<file path="src/core/mixer_gain_cfg.svh">
// constants for the mixer gain control register bank
//
// Functional notes
// - control bit 7 enables input mixer two amplifier
// - control bit 6 mutes it, reset muted
// - ramp bit 5 and zero cross bit 4 both clear: gain applied at once
// - ramp and zero cross both set: ramp wins
// - zero cross bit 4 defers gain change
// - control bit 3 enables mixer, resets one
// - four-bit gain, 1.5 dB steps, reset 0x3
// - left output amplifier enable on bit 7
// - right output amplifier enable on bit 7
// - output gain 01/10/11, 00 reserved, reset 0x3
// - enabled equalizer adds fixed 12 dB attenuation
`ifndef MIXER_GAIN_CFG_SVH
`define MIXER_GAIN_CFG_SVH

// ----------------------------------------------------------------
// register offsets
// ----------------------------------------------------------------
`define OUTPUT_HIGHPASS_CONFIG_OFS 8'h24
`define OUTPUT_EQ_BANDS_ONE_TWO_OFS 8'h25
`define OUTPUT_EQ_BANDS_THREE_FOUR_OFS 8'h26
`define OUTPUT_EQ_BAND_FIVE_ENABLE_OFS 8'h27
`define OUTPUT_BIQUAD_CONTROL_OFS 8'h28
`define OUTPUT_BIQUAD_COEF_DATA_OFS 8'h29
`define OUTPUT_BIQUAD_COEF_INDEX_OFS 8'h2a
`define INPUT_MIXER_TWO_CONTROL_OFS 8'h2e
`define INPUT_MIXER_TWO_GAIN_OFS 8'h2f
`define LEFT_OUTPUT_MIXER_CONTROL_OFS 8'hcc
`define LEFT_OUTPUT_MIXER_GAIN_OFS 8'hcd
`define RIGHT_OUTPUT_MIXER_CONTROL_OFS 8'hce
`define RIGHT_OUTPUT_MIXER_GAIN_OFS 8'hcf

// ----------------------------------------------------------------
// reset values and writable bit masks
// ----------------------------------------------------------------
`define HPF_RST 8'h80
`define HPF_MSK 8'hbf
`define EQ_PAIR_RST 8'h77
`define EQ_PAIR_MSK 8'hff
`define EQ5_RST 8'h07
`define EQ5_MSK 8'h8f
`define BIQ_CTRL_RST 8'h40
`define BIQ_CTRL_MSK 8'hc0
`define BIQ_DATA_RST 8'h00
`define BIQ_DATA_MSK 8'hff
`define BIQ_INDEX_RST 8'h00
`define BIQ_INDEX_MSK 8'h3f
`define MIXIN2_CTRL_RST 8'h48
`define MIXIN2_CTRL_MSK 8'hf8
`define MIXIN2_GAIN_RST 8'h03
`define MIXIN2_GAIN_MSK 8'h0f
`define MIXOUT_CTRL_RST 8'h00
`define MIXOUT_CTRL_MSK 8'h80
`define MIXOUT_GAIN_RST 8'h03
`define MIXOUT_GAIN_MSK 8'h03
`define ZERO_BYTE 8'h00

// ----------------------------------------------------------------
// field positions, codes and counts
// ----------------------------------------------------------------
`define AMP_EN_BIT 7
`define MUTE_BIT 6
`define RAMP_BIT 5
`define ZC_BIT 4
`define MIX_SEL_BIT 3
`define EQ_ON_BIT 7
`define BIQ_ON_BIT 7
`define BIQ_MUTE_BIT 6
`define MIXIN2_GAIN_RST4 4'h3
`define MIXOUT_GAIN_RST2 2'h3
`define MIXOUT_GAIN_RSVD 2'h0
`define EQ_ATTEN_DB 4'hc
`define NO_ATTEN_DB 4'h0
`define RAMP_STEP_CYCLES 16

`endif

</file>
<file path="src/core/mixer_gain_pkg.sv">
// types shared by the mixer gain control register bank
`include "mixer_gain_cfg.svh"
package mixer_gain_pkg;
    typedef logic [7:0] byte_t;
    // gray coded along idle -> ramping -> zero cross wait
    typedef enum logic [1:0] {
        GP_IDLE = 2'b00,
        GP_RAMP = 2'b01,
        GP_ZC_WAIT = 2'b11
    } gain_state_e;
    typedef enum logic [3:0] {
        R_HPF, R_EQ12, R_EQ34, R_EQ5, R_BIQ_CTRL, R_BIQ_DATA, R_BIQ_INDEX,
        R_MIXIN2_CTRL, R_MIXIN2_GAIN, R_MIXL_CTRL, R_MIXL_GAIN,
        R_MIXR_CTRL, R_MIXR_GAIN, R_NONE
    } reg_idx_e;
endpackage

</file>
<file path="src/core/input_gain_path.sv">
// gain update engine of input mixer two: immediate, ramped or zero cross
`timescale 1ns/1ps
`include "mixer_gain_cfg.svh"
module input_gain_path
    import mixer_gain_pkg::*;
#(
    parameter int STEP_CYCLES = `RAMP_STEP_CYCLES
) (
    input wire logic core_clk,
    input wire logic arst_n,
    input wire logic [3:0] target,
    input wire logic ramp_on,
    input wire logic zc_on,
    input wire logic zero_cross,
    output logic [3:0] applied,
    output logic busy
);
    localparam int CW = $clog2(STEP_CYCLES + 1);
    gain_state_e state, next_state;
    logic [3:0] next_applied;
    logic [CW-1:0] tick, next_tick;

    // next state: ramp has priority over zero cross
    always_comb begin
        next_state = state;
        next_applied = applied;
        next_tick = tick;
        unique case (state)
            GP_IDLE: begin
                if (target != applied) begin
                    if (ramp_on) begin
                        next_state = GP_RAMP;
                        next_tick = CW'(STEP_CYCLES - 1);
                    end else if (zc_on) begin
                        next_state = GP_ZC_WAIT;
                    end else begin
                        next_applied = target;
                    end
                end
            end
            GP_RAMP: begin
                if (target == applied) begin
                    next_state = GP_IDLE;
                end else if (tick != '0) begin
                    next_tick = tick - CW'(1);
                end else begin
                    next_applied = (target > applied) ? applied + 4'h1 : applied - 4'h1;
                    next_tick = CW'(STEP_CYCLES - 1);
                end
            end
            GP_ZC_WAIT: begin
                if (ramp_on || !zc_on) begin
                    next_state = GP_IDLE;
                end else if (zero_cross) begin
                    next_applied = target;
                    next_state = GP_IDLE;
                end
            end
        endcase
    end

    // state registers
    always_ff @(posedge core_clk or negedge arst_n) begin
        if (!arst_n) begin
            state <= GP_IDLE;
            applied <= `MIXIN2_GAIN_RST4;
            tick <= '0;
        end else begin
            state <= next_state;
            applied <= next_applied;
            tick <= next_tick;
        end
    end

    assign busy = (state != GP_IDLE);
endmodule // input_gain_path

</file>
<file path="src/core/output_mixer_channel.sv">
// one output mixer amplifier: enable and gain decode
`timescale 1ns/1ps
`include "mixer_gain_cfg.svh"
module output_mixer_channel (
    input wire logic core_clk,
    input wire logic arst_n,
    input wire logic en_bit,
    input wire logic [1:0] gain_code,
    output logic amp_on,
    output logic [1:0] gain
);
    logic next_amp_on;
    logic [1:0] next_gain;

    // reserved code keeps the last legal gain
    always_comb begin
        next_amp_on = en_bit;
        next_gain = (gain_code == `MIXOUT_GAIN_RSVD) ? gain : gain_code;
    end

    // output registers
    always_ff @(posedge core_clk or negedge arst_n) begin
        if (!arst_n) begin
            amp_on <= 1'b0;
            gain <= `MIXOUT_GAIN_RST2;
        end else begin
            amp_on <= next_amp_on;
            gain <= next_gain;
        end
    end
endmodule // output_mixer_channel

</file>
<file path="src/core/mixer_gain_control_regs.sv">
// register bank for input mixer two, output mixers and output filter setup
`timescale 1ns/1ps
`include "mixer_gain_cfg.svh"
module mixer_gain_control_regs
    import mixer_gain_pkg::*;
#(
    parameter int RAMP_STEP_CYCLES = `RAMP_STEP_CYCLES
) (
    input wire logic core_clk,
    input wire logic arst_n,
    input wire logic [7:0] reg_addr,
    input wire logic reg_wr_en,
    input wire logic reg_rd_en,
    input wire logic [7:0] reg_wdata,
    output logic [7:0] reg_rdata,
    output logic reg_rdata_valid,
    input wire logic mixin2_zero_cross,
    output logic mixin2_amp_on,
    output logic mixin2_muted,
    output logic mixin2_mixer_on,
    output logic [3:0] mixin2_gain,
    output logic mixin2_gain_busy,
    output logic mixout_l_on,
    output logic [1:0] mixout_l_gain,
    output logic mixout_r_on,
    output logic [1:0] mixout_r_gain,
    output logic [7:0] highpass_cfg,
    output logic [19:0] eq_band_codes,
    output logic output_equalizer_on,
    output logic [3:0] eq_atten_db,
    output logic biquad_on,
    output logic biquad_muted,
    output logic [7:0] coef_data,
    output logic [5:0] coef_index,
    output logic coef_wr_pulse
);
    localparam int REG_COUNT = int'(R_NONE);

    // ----------------------------------------------------------------
    // decode helpers
    // ----------------------------------------------------------------

    // address to register slot, R_NONE when unmapped
    function automatic reg_idx_e decode_addr(input logic [7:0] a);
        case (a)
            `OUTPUT_HIGHPASS_CONFIG_OFS: return R_HPF;
            `OUTPUT_EQ_BANDS_ONE_TWO_OFS: return R_EQ12;
            `OUTPUT_EQ_BANDS_THREE_FOUR_OFS: return R_EQ34;
            `OUTPUT_EQ_BAND_FIVE_ENABLE_OFS: return R_EQ5;
            `OUTPUT_BIQUAD_CONTROL_OFS: return R_BIQ_CTRL;
            `OUTPUT_BIQUAD_COEF_DATA_OFS: return R_BIQ_DATA;
            `OUTPUT_BIQUAD_COEF_INDEX_OFS: return R_BIQ_INDEX;
            `INPUT_MIXER_TWO_CONTROL_OFS: return R_MIXIN2_CTRL;
            `INPUT_MIXER_TWO_GAIN_OFS: return R_MIXIN2_GAIN;
            `LEFT_OUTPUT_MIXER_CONTROL_OFS: return R_MIXL_CTRL;
            `LEFT_OUTPUT_MIXER_GAIN_OFS: return R_MIXL_GAIN;
            `RIGHT_OUTPUT_MIXER_CONTROL_OFS: return R_MIXR_CTRL;
            `RIGHT_OUTPUT_MIXER_GAIN_OFS: return R_MIXR_GAIN;
            default: return R_NONE;
        endcase
    endfunction

    // writable bits of each slot; reserved bits store and read zero
    function automatic byte_t reg_mask(input reg_idx_e i);
        case (i)
            R_HPF: return `HPF_MSK;
            R_EQ12, R_EQ34: return `EQ_PAIR_MSK;
            R_EQ5: return `EQ5_MSK;
            R_BIQ_CTRL: return `BIQ_CTRL_MSK;
            R_BIQ_DATA: return `BIQ_DATA_MSK;
            R_BIQ_INDEX: return `BIQ_INDEX_MSK;
            R_MIXIN2_CTRL: return `MIXIN2_CTRL_MSK;
            R_MIXIN2_GAIN: return `MIXIN2_GAIN_MSK;
            R_MIXL_CTRL, R_MIXR_CTRL: return `MIXOUT_CTRL_MSK;
            R_MIXL_GAIN, R_MIXR_GAIN: return `MIXOUT_GAIN_MSK;
            default: return `ZERO_BYTE;
        endcase
    endfunction

    // reset value of each slot
    function automatic byte_t reg_reset(input reg_idx_e i);
        case (i)
            R_HPF: return `HPF_RST;
            R_EQ12, R_EQ34: return `EQ_PAIR_RST;
            R_EQ5: return `EQ5_RST;
            R_BIQ_CTRL: return `BIQ_CTRL_RST;
            R_BIQ_DATA: return `BIQ_DATA_RST;
            R_BIQ_INDEX: return `BIQ_INDEX_RST;
            R_MIXIN2_CTRL: return `MIXIN2_CTRL_RST;
            R_MIXIN2_GAIN: return `MIXIN2_GAIN_RST;
            R_MIXL_CTRL, R_MIXR_CTRL: return `MIXOUT_CTRL_RST;
            R_MIXL_GAIN, R_MIXR_GAIN: return `MIXOUT_GAIN_RST;
            default: return `ZERO_BYTE;
        endcase
    endfunction

    // ----------------------------------------------------------------
    // register file
    // ----------------------------------------------------------------
    byte_t regs [REG_COUNT];
    byte_t next_regs [REG_COUNT];
    reg_idx_e acc_idx;
    byte_t next_rdata;
    logic next_rdata_valid;
    logic next_coef_wr_pulse;
    logic [3:0] next_eq_atten_db;

    // write path stores masked data, read path samples before the write
    always_comb begin
        acc_idx = decode_addr(reg_addr);
        next_regs = regs;
        next_coef_wr_pulse = 1'b0;
        if (reg_wr_en && acc_idx != R_NONE) begin
            next_regs[acc_idx] = reg_wdata & reg_mask(acc_idx);
            next_coef_wr_pulse = (acc_idx == R_BIQ_DATA);
        end
        next_rdata_valid = reg_rd_en;
        next_rdata = `ZERO_BYTE;
        if (reg_rd_en && acc_idx != R_NONE) begin
            next_rdata = regs[acc_idx];
        end
    end

    // fixed equalizer attenuation reported to the output filter gain stage
    always_comb begin
        next_eq_atten_db = regs[R_EQ5][`EQ_ON_BIT] ? `EQ_ATTEN_DB : `NO_ATTEN_DB;
    end

    // register file and read port flops
    always_ff @(posedge core_clk or negedge arst_n) begin
        if (!arst_n) begin
            for (int i = 0; i < REG_COUNT; i++) begin
                regs[i] <= reg_reset(reg_idx_e'(i));
            end
            reg_rdata <= `ZERO_BYTE;
            reg_rdata_valid <= 1'b0;
            coef_wr_pulse <= 1'b0;
            eq_atten_db <= `NO_ATTEN_DB;
        end else begin
            regs <= next_regs;
            reg_rdata <= next_rdata;
            reg_rdata_valid <= next_rdata_valid;
            coef_wr_pulse <= next_coef_wr_pulse;
            eq_atten_db <= next_eq_atten_db;
        end
    end

    // ----------------------------------------------------------------
    // control fields to the signal path
    // ----------------------------------------------------------------

    // input mixer two switches straight from register bits
    assign mixin2_amp_on = regs[R_MIXIN2_CTRL][`AMP_EN_BIT];
    assign mixin2_muted = regs[R_MIXIN2_CTRL][`MUTE_BIT];
    assign mixin2_mixer_on = regs[R_MIXIN2_CTRL][`MIX_SEL_BIT];

    // output filter setup fields
    assign highpass_cfg = regs[R_HPF];
    assign eq_band_codes = {regs[R_EQ5][3:0], regs[R_EQ34], regs[R_EQ12]};
    assign output_equalizer_on = regs[R_EQ5][`EQ_ON_BIT];
    assign biquad_on = regs[R_BIQ_CTRL][`BIQ_ON_BIT];
    assign biquad_muted = regs[R_BIQ_CTRL][`BIQ_MUTE_BIT];
    assign coef_data = regs[R_BIQ_DATA];
    assign coef_index = regs[R_BIQ_INDEX][5:0];

    // gain update engine for input mixer two
    input_gain_path #(
        .STEP_CYCLES(RAMP_STEP_CYCLES)
    ) u_in_gain (
        .core_clk(core_clk),
        .arst_n(arst_n),
        .target(regs[R_MIXIN2_GAIN][3:0]),
        .ramp_on(regs[R_MIXIN2_CTRL][`RAMP_BIT]),
        .zc_on(regs[R_MIXIN2_CTRL][`ZC_BIT]),
        .zero_cross(mixin2_zero_cross),
        .applied(mixin2_gain),
        .busy(mixin2_gain_busy)
    );

    // left output mixer amplifier
    output_mixer_channel u_mix_l (
        .core_clk(core_clk),
        .arst_n(arst_n),
        .en_bit(regs[R_MIXL_CTRL][`AMP_EN_BIT]),
        .gain_code(regs[R_MIXL_GAIN][1:0]),
        .amp_on(mixout_l_on),
        .gain(mixout_l_gain)
    );

    // right output mixer amplifier
    output_mixer_channel u_mix_r (
        .core_clk(core_clk),
        .arst_n(arst_n),
        .en_bit(regs[R_MIXR_CTRL][`AMP_EN_BIT]),
        .gain_code(regs[R_MIXR_GAIN][1:0]),
        .amp_on(mixout_r_on),
        .gain(mixout_r_gain)
    );
endmodule // mixer_gain_control_regs

</file>
<file path="config.mk">
export PLATFORM = sky130hd
export DESIGN_NAME = mixer_gain_control_regs
export DESIGN_NICKNAME = d
export VERILOG_FILES = /design/src/core/mixer_gain_pkg.sv /design/src/core/input_gain_path.sv /design/src/core/output_mixer_channel.sv /design/src/core/mixer_gain_control_regs.sv
export VERILOG_INCLUDE_DIRS = /design/src /design/src/core
export SDC_FILE = /design/constraint.sdc
export NUM_CORES = 1
export LEC_CHECK = 0
export ABC_AREA = 1
export BUFFER_PORTS_ARGS = -buffer_cell sky130_fd_sc_hd__buf_2
export CAP_MARGIN = 30
export CORE_MARGIN = 2
export CORE_UTILIZATION = 44
export CTS_BUF_LIST = sky130_fd_sc_hd__clkbuf_8
export CTS_CLUSTER_SIZE = 10
export DETAILED_ROUTE_END_ITERATION = 10
export GPL_TIMING_DRIVEN = 0
export PLACE_DENSITY = 0.67
export SYNTH_ARGS = -nofsm -noshare
export SYNTH_HDL_FRONTEND = slang
export SYNTH_HIERARCHICAL = 1
export SYNTH_SLANG_ARGS = --single-unit
</file>
<file path="constraint.sdc">
create_clock -name core_clk -period 3.8 [get_ports core_clk]
set_input_delay 0 -clock core_clk [delete_from_list [all_inputs] [get_ports core_clk]]
set_output_delay 0 -clock core_clk [all_outputs]
set_load 0.01 [all_outputs]
</file>
== Word-level counts from Yosys, hierarchy flattened ==
Memories as Yosys holds them, arrays and structs flattened.
Index checks and enable logic that the tools add are counted.
Operators by class
  bitwise operators: 2
  $add $sub $neg: 3
  multiplexer cells: 32
  reduce and logical (&&, ||, !) cells: 14
  order comparisons: 3
  eq/ne operators: 30
Operator list (number)
  104-bit bitwise mux: 1
  8-bit by 6-bit equality test with 1-bit output, second input constant: 9
  4-bit case mux with 13 select lines: 1
  8-bit two-way mux: 5
  4-bit two-way mux: 9
  8-bit binary-select mux with 4-bit select: 1
  8-bit demux with 4-bit select: 1
  8-bit equality test, second input constant: 4
  5-bit two-way mux: 4
  2-bit inequality test, second input constant: 7
  2-bit two-way mux: 6
  4-bit case mux with 3 select lines: 1
  5-bit case mux with 2 select lines: 1
  8-bit bitwise AND: 1
  4-bit AND reduction: 2
  7-bit AND reduction: 1
  2-bit zero test: 3
  2-bit case mux with 3 select lines: 1
  5-bit greater-or-equal comparator, second input constant: 1
  5-bit by 1-bit < comparator with 1-bit output, second input constant: 1
  4-bit inverter with 5-bit output: 1
  5-bit nonzero test: 1
  5-bit by 1-bit subtractor with 5-bit output, second input constant: 1
  4-bit by 1-bit adder with 4-bit output, second input constant: 1
  other kinds (16): 20
Storage, ports and cells
  memory bits (read-only): 128
  memories: 1
  register bits: 135
Memory list
  (no name shown): depth 16, width 8, read ports 1, clocked after Yosys merged registers in 0, wr ports 0, RTL line mixer_gain_control_regs.sv:65  | case (i)

== Longest topological paths before layout ==
  depth in word-level cells: 8
  mapped depth: 18
  depth with buffers taken out: 18

== By module ==
The synthesis kept the hierarchy.
Modules (own cells, without submodules)
  mixer_gain_control_regs: seq. area each 2909.0 um^2, cells an instance 793, area an instance 6331.1 um^2, times used 1
  input_gain_path: seq. area each 277.8 um^2, cells an instance 110, area an instance 838.3 um^2, times used 1
  output_mixer_channel: seq. area each 77.6 um^2, cells an instance 9, area an instance 100.1 um^2, times used 2

== Worst setup path after synthesis ==
No wires, ideal clock.
  path type: reg-to-reg
  start: register u_in_gain.applied[1]
  end: register u_in_gain.applied[3]
  arrival: 2.080 ns
  period minus slack after synthesis: 2.197 ns
  path buffers: 0
  path slack: 1.603 ns
  cell stages (with the launch flop): 18
  cells stage by stage: dfstp_2 inv_1 ha_1 nand2_1 nand2_1 nand2_1 nand2_1 nand2_1 ha_1 nand3_1 nand3_1 nand2_1 nand2_1 inv_1 nand2_1 nand3_1 nand2_1 nand2_1
On the way
  word-level cells in the longest chain between the ends: 5
  elaborated cells between the ends (all ways): 12
  classes of those cells: add/sub (2); order compare (1); eq/ne (4); mux (4); reduce/logical (1)
Ends and longest elaborated chain
  from (decl): RTL line input_gain_path.sv:15  | output logic [3:0] applied,
  from (signal assigned): RTL line input_gain_path.sv:66  | applied <= `MIXIN2_GAIN_RST4;
  from (signal assigned): RTL line input_gain_path.sv:70  | applied <= next_applied;
  4-bit by 1-bit subtractor with 4-bit output, or another cell as far along: RTL line input_gain_path.sv:47  | next_applied = (target > applied) ? applied + 4'h1 : applied - 4'h1;
  4-bit two-way mux: RTL line input_gain_path.sv:47
  4-bit two-way mux: RTL line input_gain_path.sv:44  | end else if (tick != '0) begin
  4-bit two-way mux: RTL line input_gain_path.sv:42  | if (target == applied) begin
  4-bit case mux with 3 select lines: RTL line input_gain_path.sv:28  | unique case (state)
Parallel ways exist; a longest one is shown, timed or not. The select of a mux whose other input is x is not followed.
A chain may end at the register's enable or synchronous reset.

== Worst setup path after layout ==
  start: input port reg_addr[0]
  end: register regs (netlist bit eq_band_codes[8])
On the way
  word-level cells in the longest chain between the ends: 8
  elaborated cells between the ends (all ways): 26
  classes of those cells: order compare (2); eq/ne (14); mux (5); bitwise (2); reduce/logical (2); memory (1)
Ends and longest elaborated chain
  from (decl): RTL line mixer_gain_control_regs.sv:11  | input wire logic [7:0] reg_addr,
  8-bit equality test or 8-bit by 6-bit equality test with 1-bit output (tied branches): RTL line mixer_gain_control_regs.sv:45  | case (a)
  4-bit case mux with 13 select lines *: RTL line mixer_gain_control_regs.sv:45
  4-bit inverter with 5-bit output (not written as such): RTL line mixer_gain_control_regs.sv:114  | next_regs[acc_idx] = reg_wdata & reg_mask(acc_idx);
  5-bit greater-or-equal comparator (not written as such) or 5-bit by 1-bit < comparator with 1-bit output (tied branches): RTL line mixer_gain_control_regs.sv:114
  1-bit logical AND (not written as such): RTL line mixer_gain_control_regs.sv:114
  8-bit two-way mux (not written as such): RTL line mixer_gain_control_regs.sv:114
  8-bit demux with 4-bit select: RTL line mixer_gain_control_regs.sv:114
  104-bit bitwise mux: RTL line mixer_gain_control_regs.sv:114
  to (signal, indexed assignment): RTL line mixer_gain_control_regs.sv:133  | regs[i] <= reg_reset(reg_idx_e'(i));
  to (signal assigned): RTL line mixer_gain_control_regs.sv:140  | regs <= next_regs;
  to (decl): RTL line mixer_gain_control_regs.sv:100  | byte_t regs [REG_COUNT];
Mark *: on every way between the ends. The rest lies on a longest branch, timed or not. The select of a mux whose other input is x is not followed.

==> impl_metrics.yaml <==
global_routing:
  grt_max_degree: 83
  grt_pass1_wl_mm: 31.75
  grt_pass1_vias: 5980
  grtUsageTotal: 0.2315
  grt_antenna_before_repair: 0
  gr-total-overflow: 0
power_and_ir_drop:
  p_total_w: 0.003033
  ir_drop_mv: 0.2280
  p_leak_nw: 4.619
  power_density_nw_per_um2: 348.1
cts:
  post_cts_buffers: 0
  root_buffer: "clkbuf_8"
  cts_tree: "built"
  numCtsBuffers: 17
  path_clk_slew_ns: 0.08
  cts_buffer_depth: 2
  htreeDepth: 4
  cts_sinks: 132
  cts_resized: 0
  clk_latency_ns: 0.46
  hold_buffers: 12
yosys:
  synth_simple_gate_area_frac: 0.2971
  seq_area_frac_synth: 0.4535
  synth_top_family_by_area: "simple AND/OR/NAND/NOR gates"
  syn_inst: 921
  synth-edff-count: 0
  syn-cell-area_um2: 7370
  synth-compound-area-share: 0.09338
  synth_xor_area_frac: 0.002377
  syn_avg_cell_area_um2: 8.002
  synthArstFlopShare: 1.000
  ys_types: 39
  synth_flop_cell: "dfrtp_1"
  synth_fa_ha_area_frac: 0.02649
  synth_warnings: 6
  ys_ff_latch: 132
  synth_top_area_cell: "dfrtp_1"
  synth.top_cell.area_share: 0.3430
  synthMuxAreaShare: 0.001358
  synth.area.top_cells: "dfrtp_1 (34%), nand2_1 (17%), dfstp_2 (11%), buf_4 (4.8%), inv_1 (4.4%)"
place:
  portBuffers: 91
  post-dp-hpwl_mm: 14.39
  gp_congestion: 0.9265
sta:
  finalSetupViolCount: 0
  worstMarginPinSlew_ns: 0.7212
  period_needed_ns: 3.038
  rsz0062_at_grt: "no"
  fin_setup_tns_ns: 0
  drv_slew: 0
  finalHoldViolCount: 0
  max_freq_mhz: 329.2
  slew_headroom: 0.5192
  finClkSkew_ns: 0.01266
  period_share: 0.7995
run_status:
  status: "finished clean"
route:
  firstDrtPassIters: 5
  num_vias: 6342
  drcViolationCount: 0
  totalWireLength_mm: 20.02
  drt-initial-drc-count: 489
  vias_per_cell: 4.962
  routedWlPerCell_um: 15.67
  ant_nets: 0
worst_setup_path:
  crit_arrival_ns: 3.44
  cp_max_fo: 12
  slowest_stage: "dlygate4sd3_1"
  crit_top_cell: "nand2_1"
  cpPeakStageDelay_ns: 0.57
  critPathLaunchType: "input pin"
  cp-end-kind: "flip-flop"
  cp.required_ns: 4.20
  reg2reg_setup_slack_ns: 1.43
  crit_chain: "buf_2, inv_1, nand2_1, nor2_1, o21ai_1, nand2_1, inv_1, clkbuf_1, ha_1, inv_1, nand2_1, nand3b_1, nor2_2, nand2_1, dlygate4sd3_1, nand2_1"
  critical_path_class: "input pin to flip-flop"
die:
  ioPinCount: 94
  rows: 47
  dieWidth_um: 133.4
  die_height_um: 133.4
  start_util: 0.4476
  core_um2: 16470
  die_area_um2: 17800
run:
  maxCapViolCount: 0
layout:
  final_common_cell: "nand2_1"
  drive_gt1_frac: 0.2694
  n_antenna_cell: 0
  fillers: 1617
  layout.nets: 1081
  final_cell_mix: "nand2_1 (331), buf_2 (102), dfrtp_1 (101)"
  area_growth_pct: 18.23
hold_path:
  hold_path_class: "input pin to asynchronous set/reset pin"
[sequential cells by signal (all words and copies together), names as in the netlist, 2 cells and up]
register / cells
u_mix_r/gain: 2
u_in_gain/state: 2
eq_band_codes: 20
coef_data: 8
regs: 56
u_in_gain/applied: 4
highpass_cfg: 8
coef_index: 6
u_mix_l/gain: 2
reg_rdata: 8
u_in_gain/tick: 5
[power breakdown]
group	switching, W	internal [W]	leakage [nW]
Clock	0.000583	0.000795	0.229
Sequential	0.0000104	0.00142	1.68
Combinational	0.000144	0.0000764	2.71
[path summary, 6_finish.rpt]
path                                       from                   end  cells past startpoint
max                                 reg_addr[0]      eq_band_codes[8]                     16
min                                      arst_n         coef_index[5]                      2
max reg2reg                u_in_gain/applied[1]  u_in_gain/applied[3]                     17
min reg2reg                            regs[31]        u_mix_l/amp_on                      0
max in group asynchronous                arst_n     eq_band_codes[17]                      3
min in group core_clk              reg_wdata[4]     eq_band_codes[12]                      3
[through the flow]
stage	hold WS [ns]	worst slack (ns)	cells	instance area (um^2)	utilization
3_5_place_dp	-0.01584	0.6624	1234	8138	0.4942
4_1_cts	0.06049	0.8497	1278	8713	0.5292
5_1_grt	0.09358	0.6018	1278	8713	0.5292
6_report	0.05199	0.7620	1278	8713	0.5292
3_3_place_gp	0.1544	0.7136	1233	8104	0.4922
2_1_floorplan	-0.2956	1.603	922	7373	-
[per-layer routing]
layer	track usage	share of wire
met5	0	0
met3	0.04300	0.061
met2	0.3763	0.47
met4	0.06442	0.014
met1	0.3189	0.45
[critical path: cells and delay by family]
family	cells	cell delay, ns
buffers and inverters	6	1.60
AND/OR/NAND/NOR	8	0.98
adder cells (fa/ha/maj)	1	0.56
AO/OA/AOI/OAI	1	0.28
[kinds of logic (layout without fill, tap and decap cells)]
| family | after synthesis | after routing |
|---|---|---|
| mux | 1 | 1 |
| fa+ha+maj | 15 | 15 |
| buf+inv | 175 | 311 |
| compound gates | 121 | 121 |
| flops | 132 | 132 |
| other cells | 1 | 2 |
| simple gates | 474 | 474 |
| xor+xnor | 2 | 2 |
[Yosys cell counts, drive strengths merged (2+ instances only)]
cell,number
a21oi,24
clkbuf,8
nor2,55
nand4,22
dfrtp,101
ha,14
nand2,337
buf,71
a31oi,3
nand3,57
inv,95
o211ai,4
o21ai,89
nand3b,2
dfstp,31
[cell type report]
class	count	area [um^2]	area share
Clock buffer	18	247.7	0.02843
Multi-Input combinational cell	615	3108	0.3567
Inverter	96	360.3	0.04136
Clock inverter	14	207.7	0.02384
Timing Repair Buffer	104	609.3	0.06993
Tap cell	220	275.3	0.03159
Sequential cell	132	3342	0.3835
Buffer	79	563.0	0.06462
(Power assumes the default switching activity.)
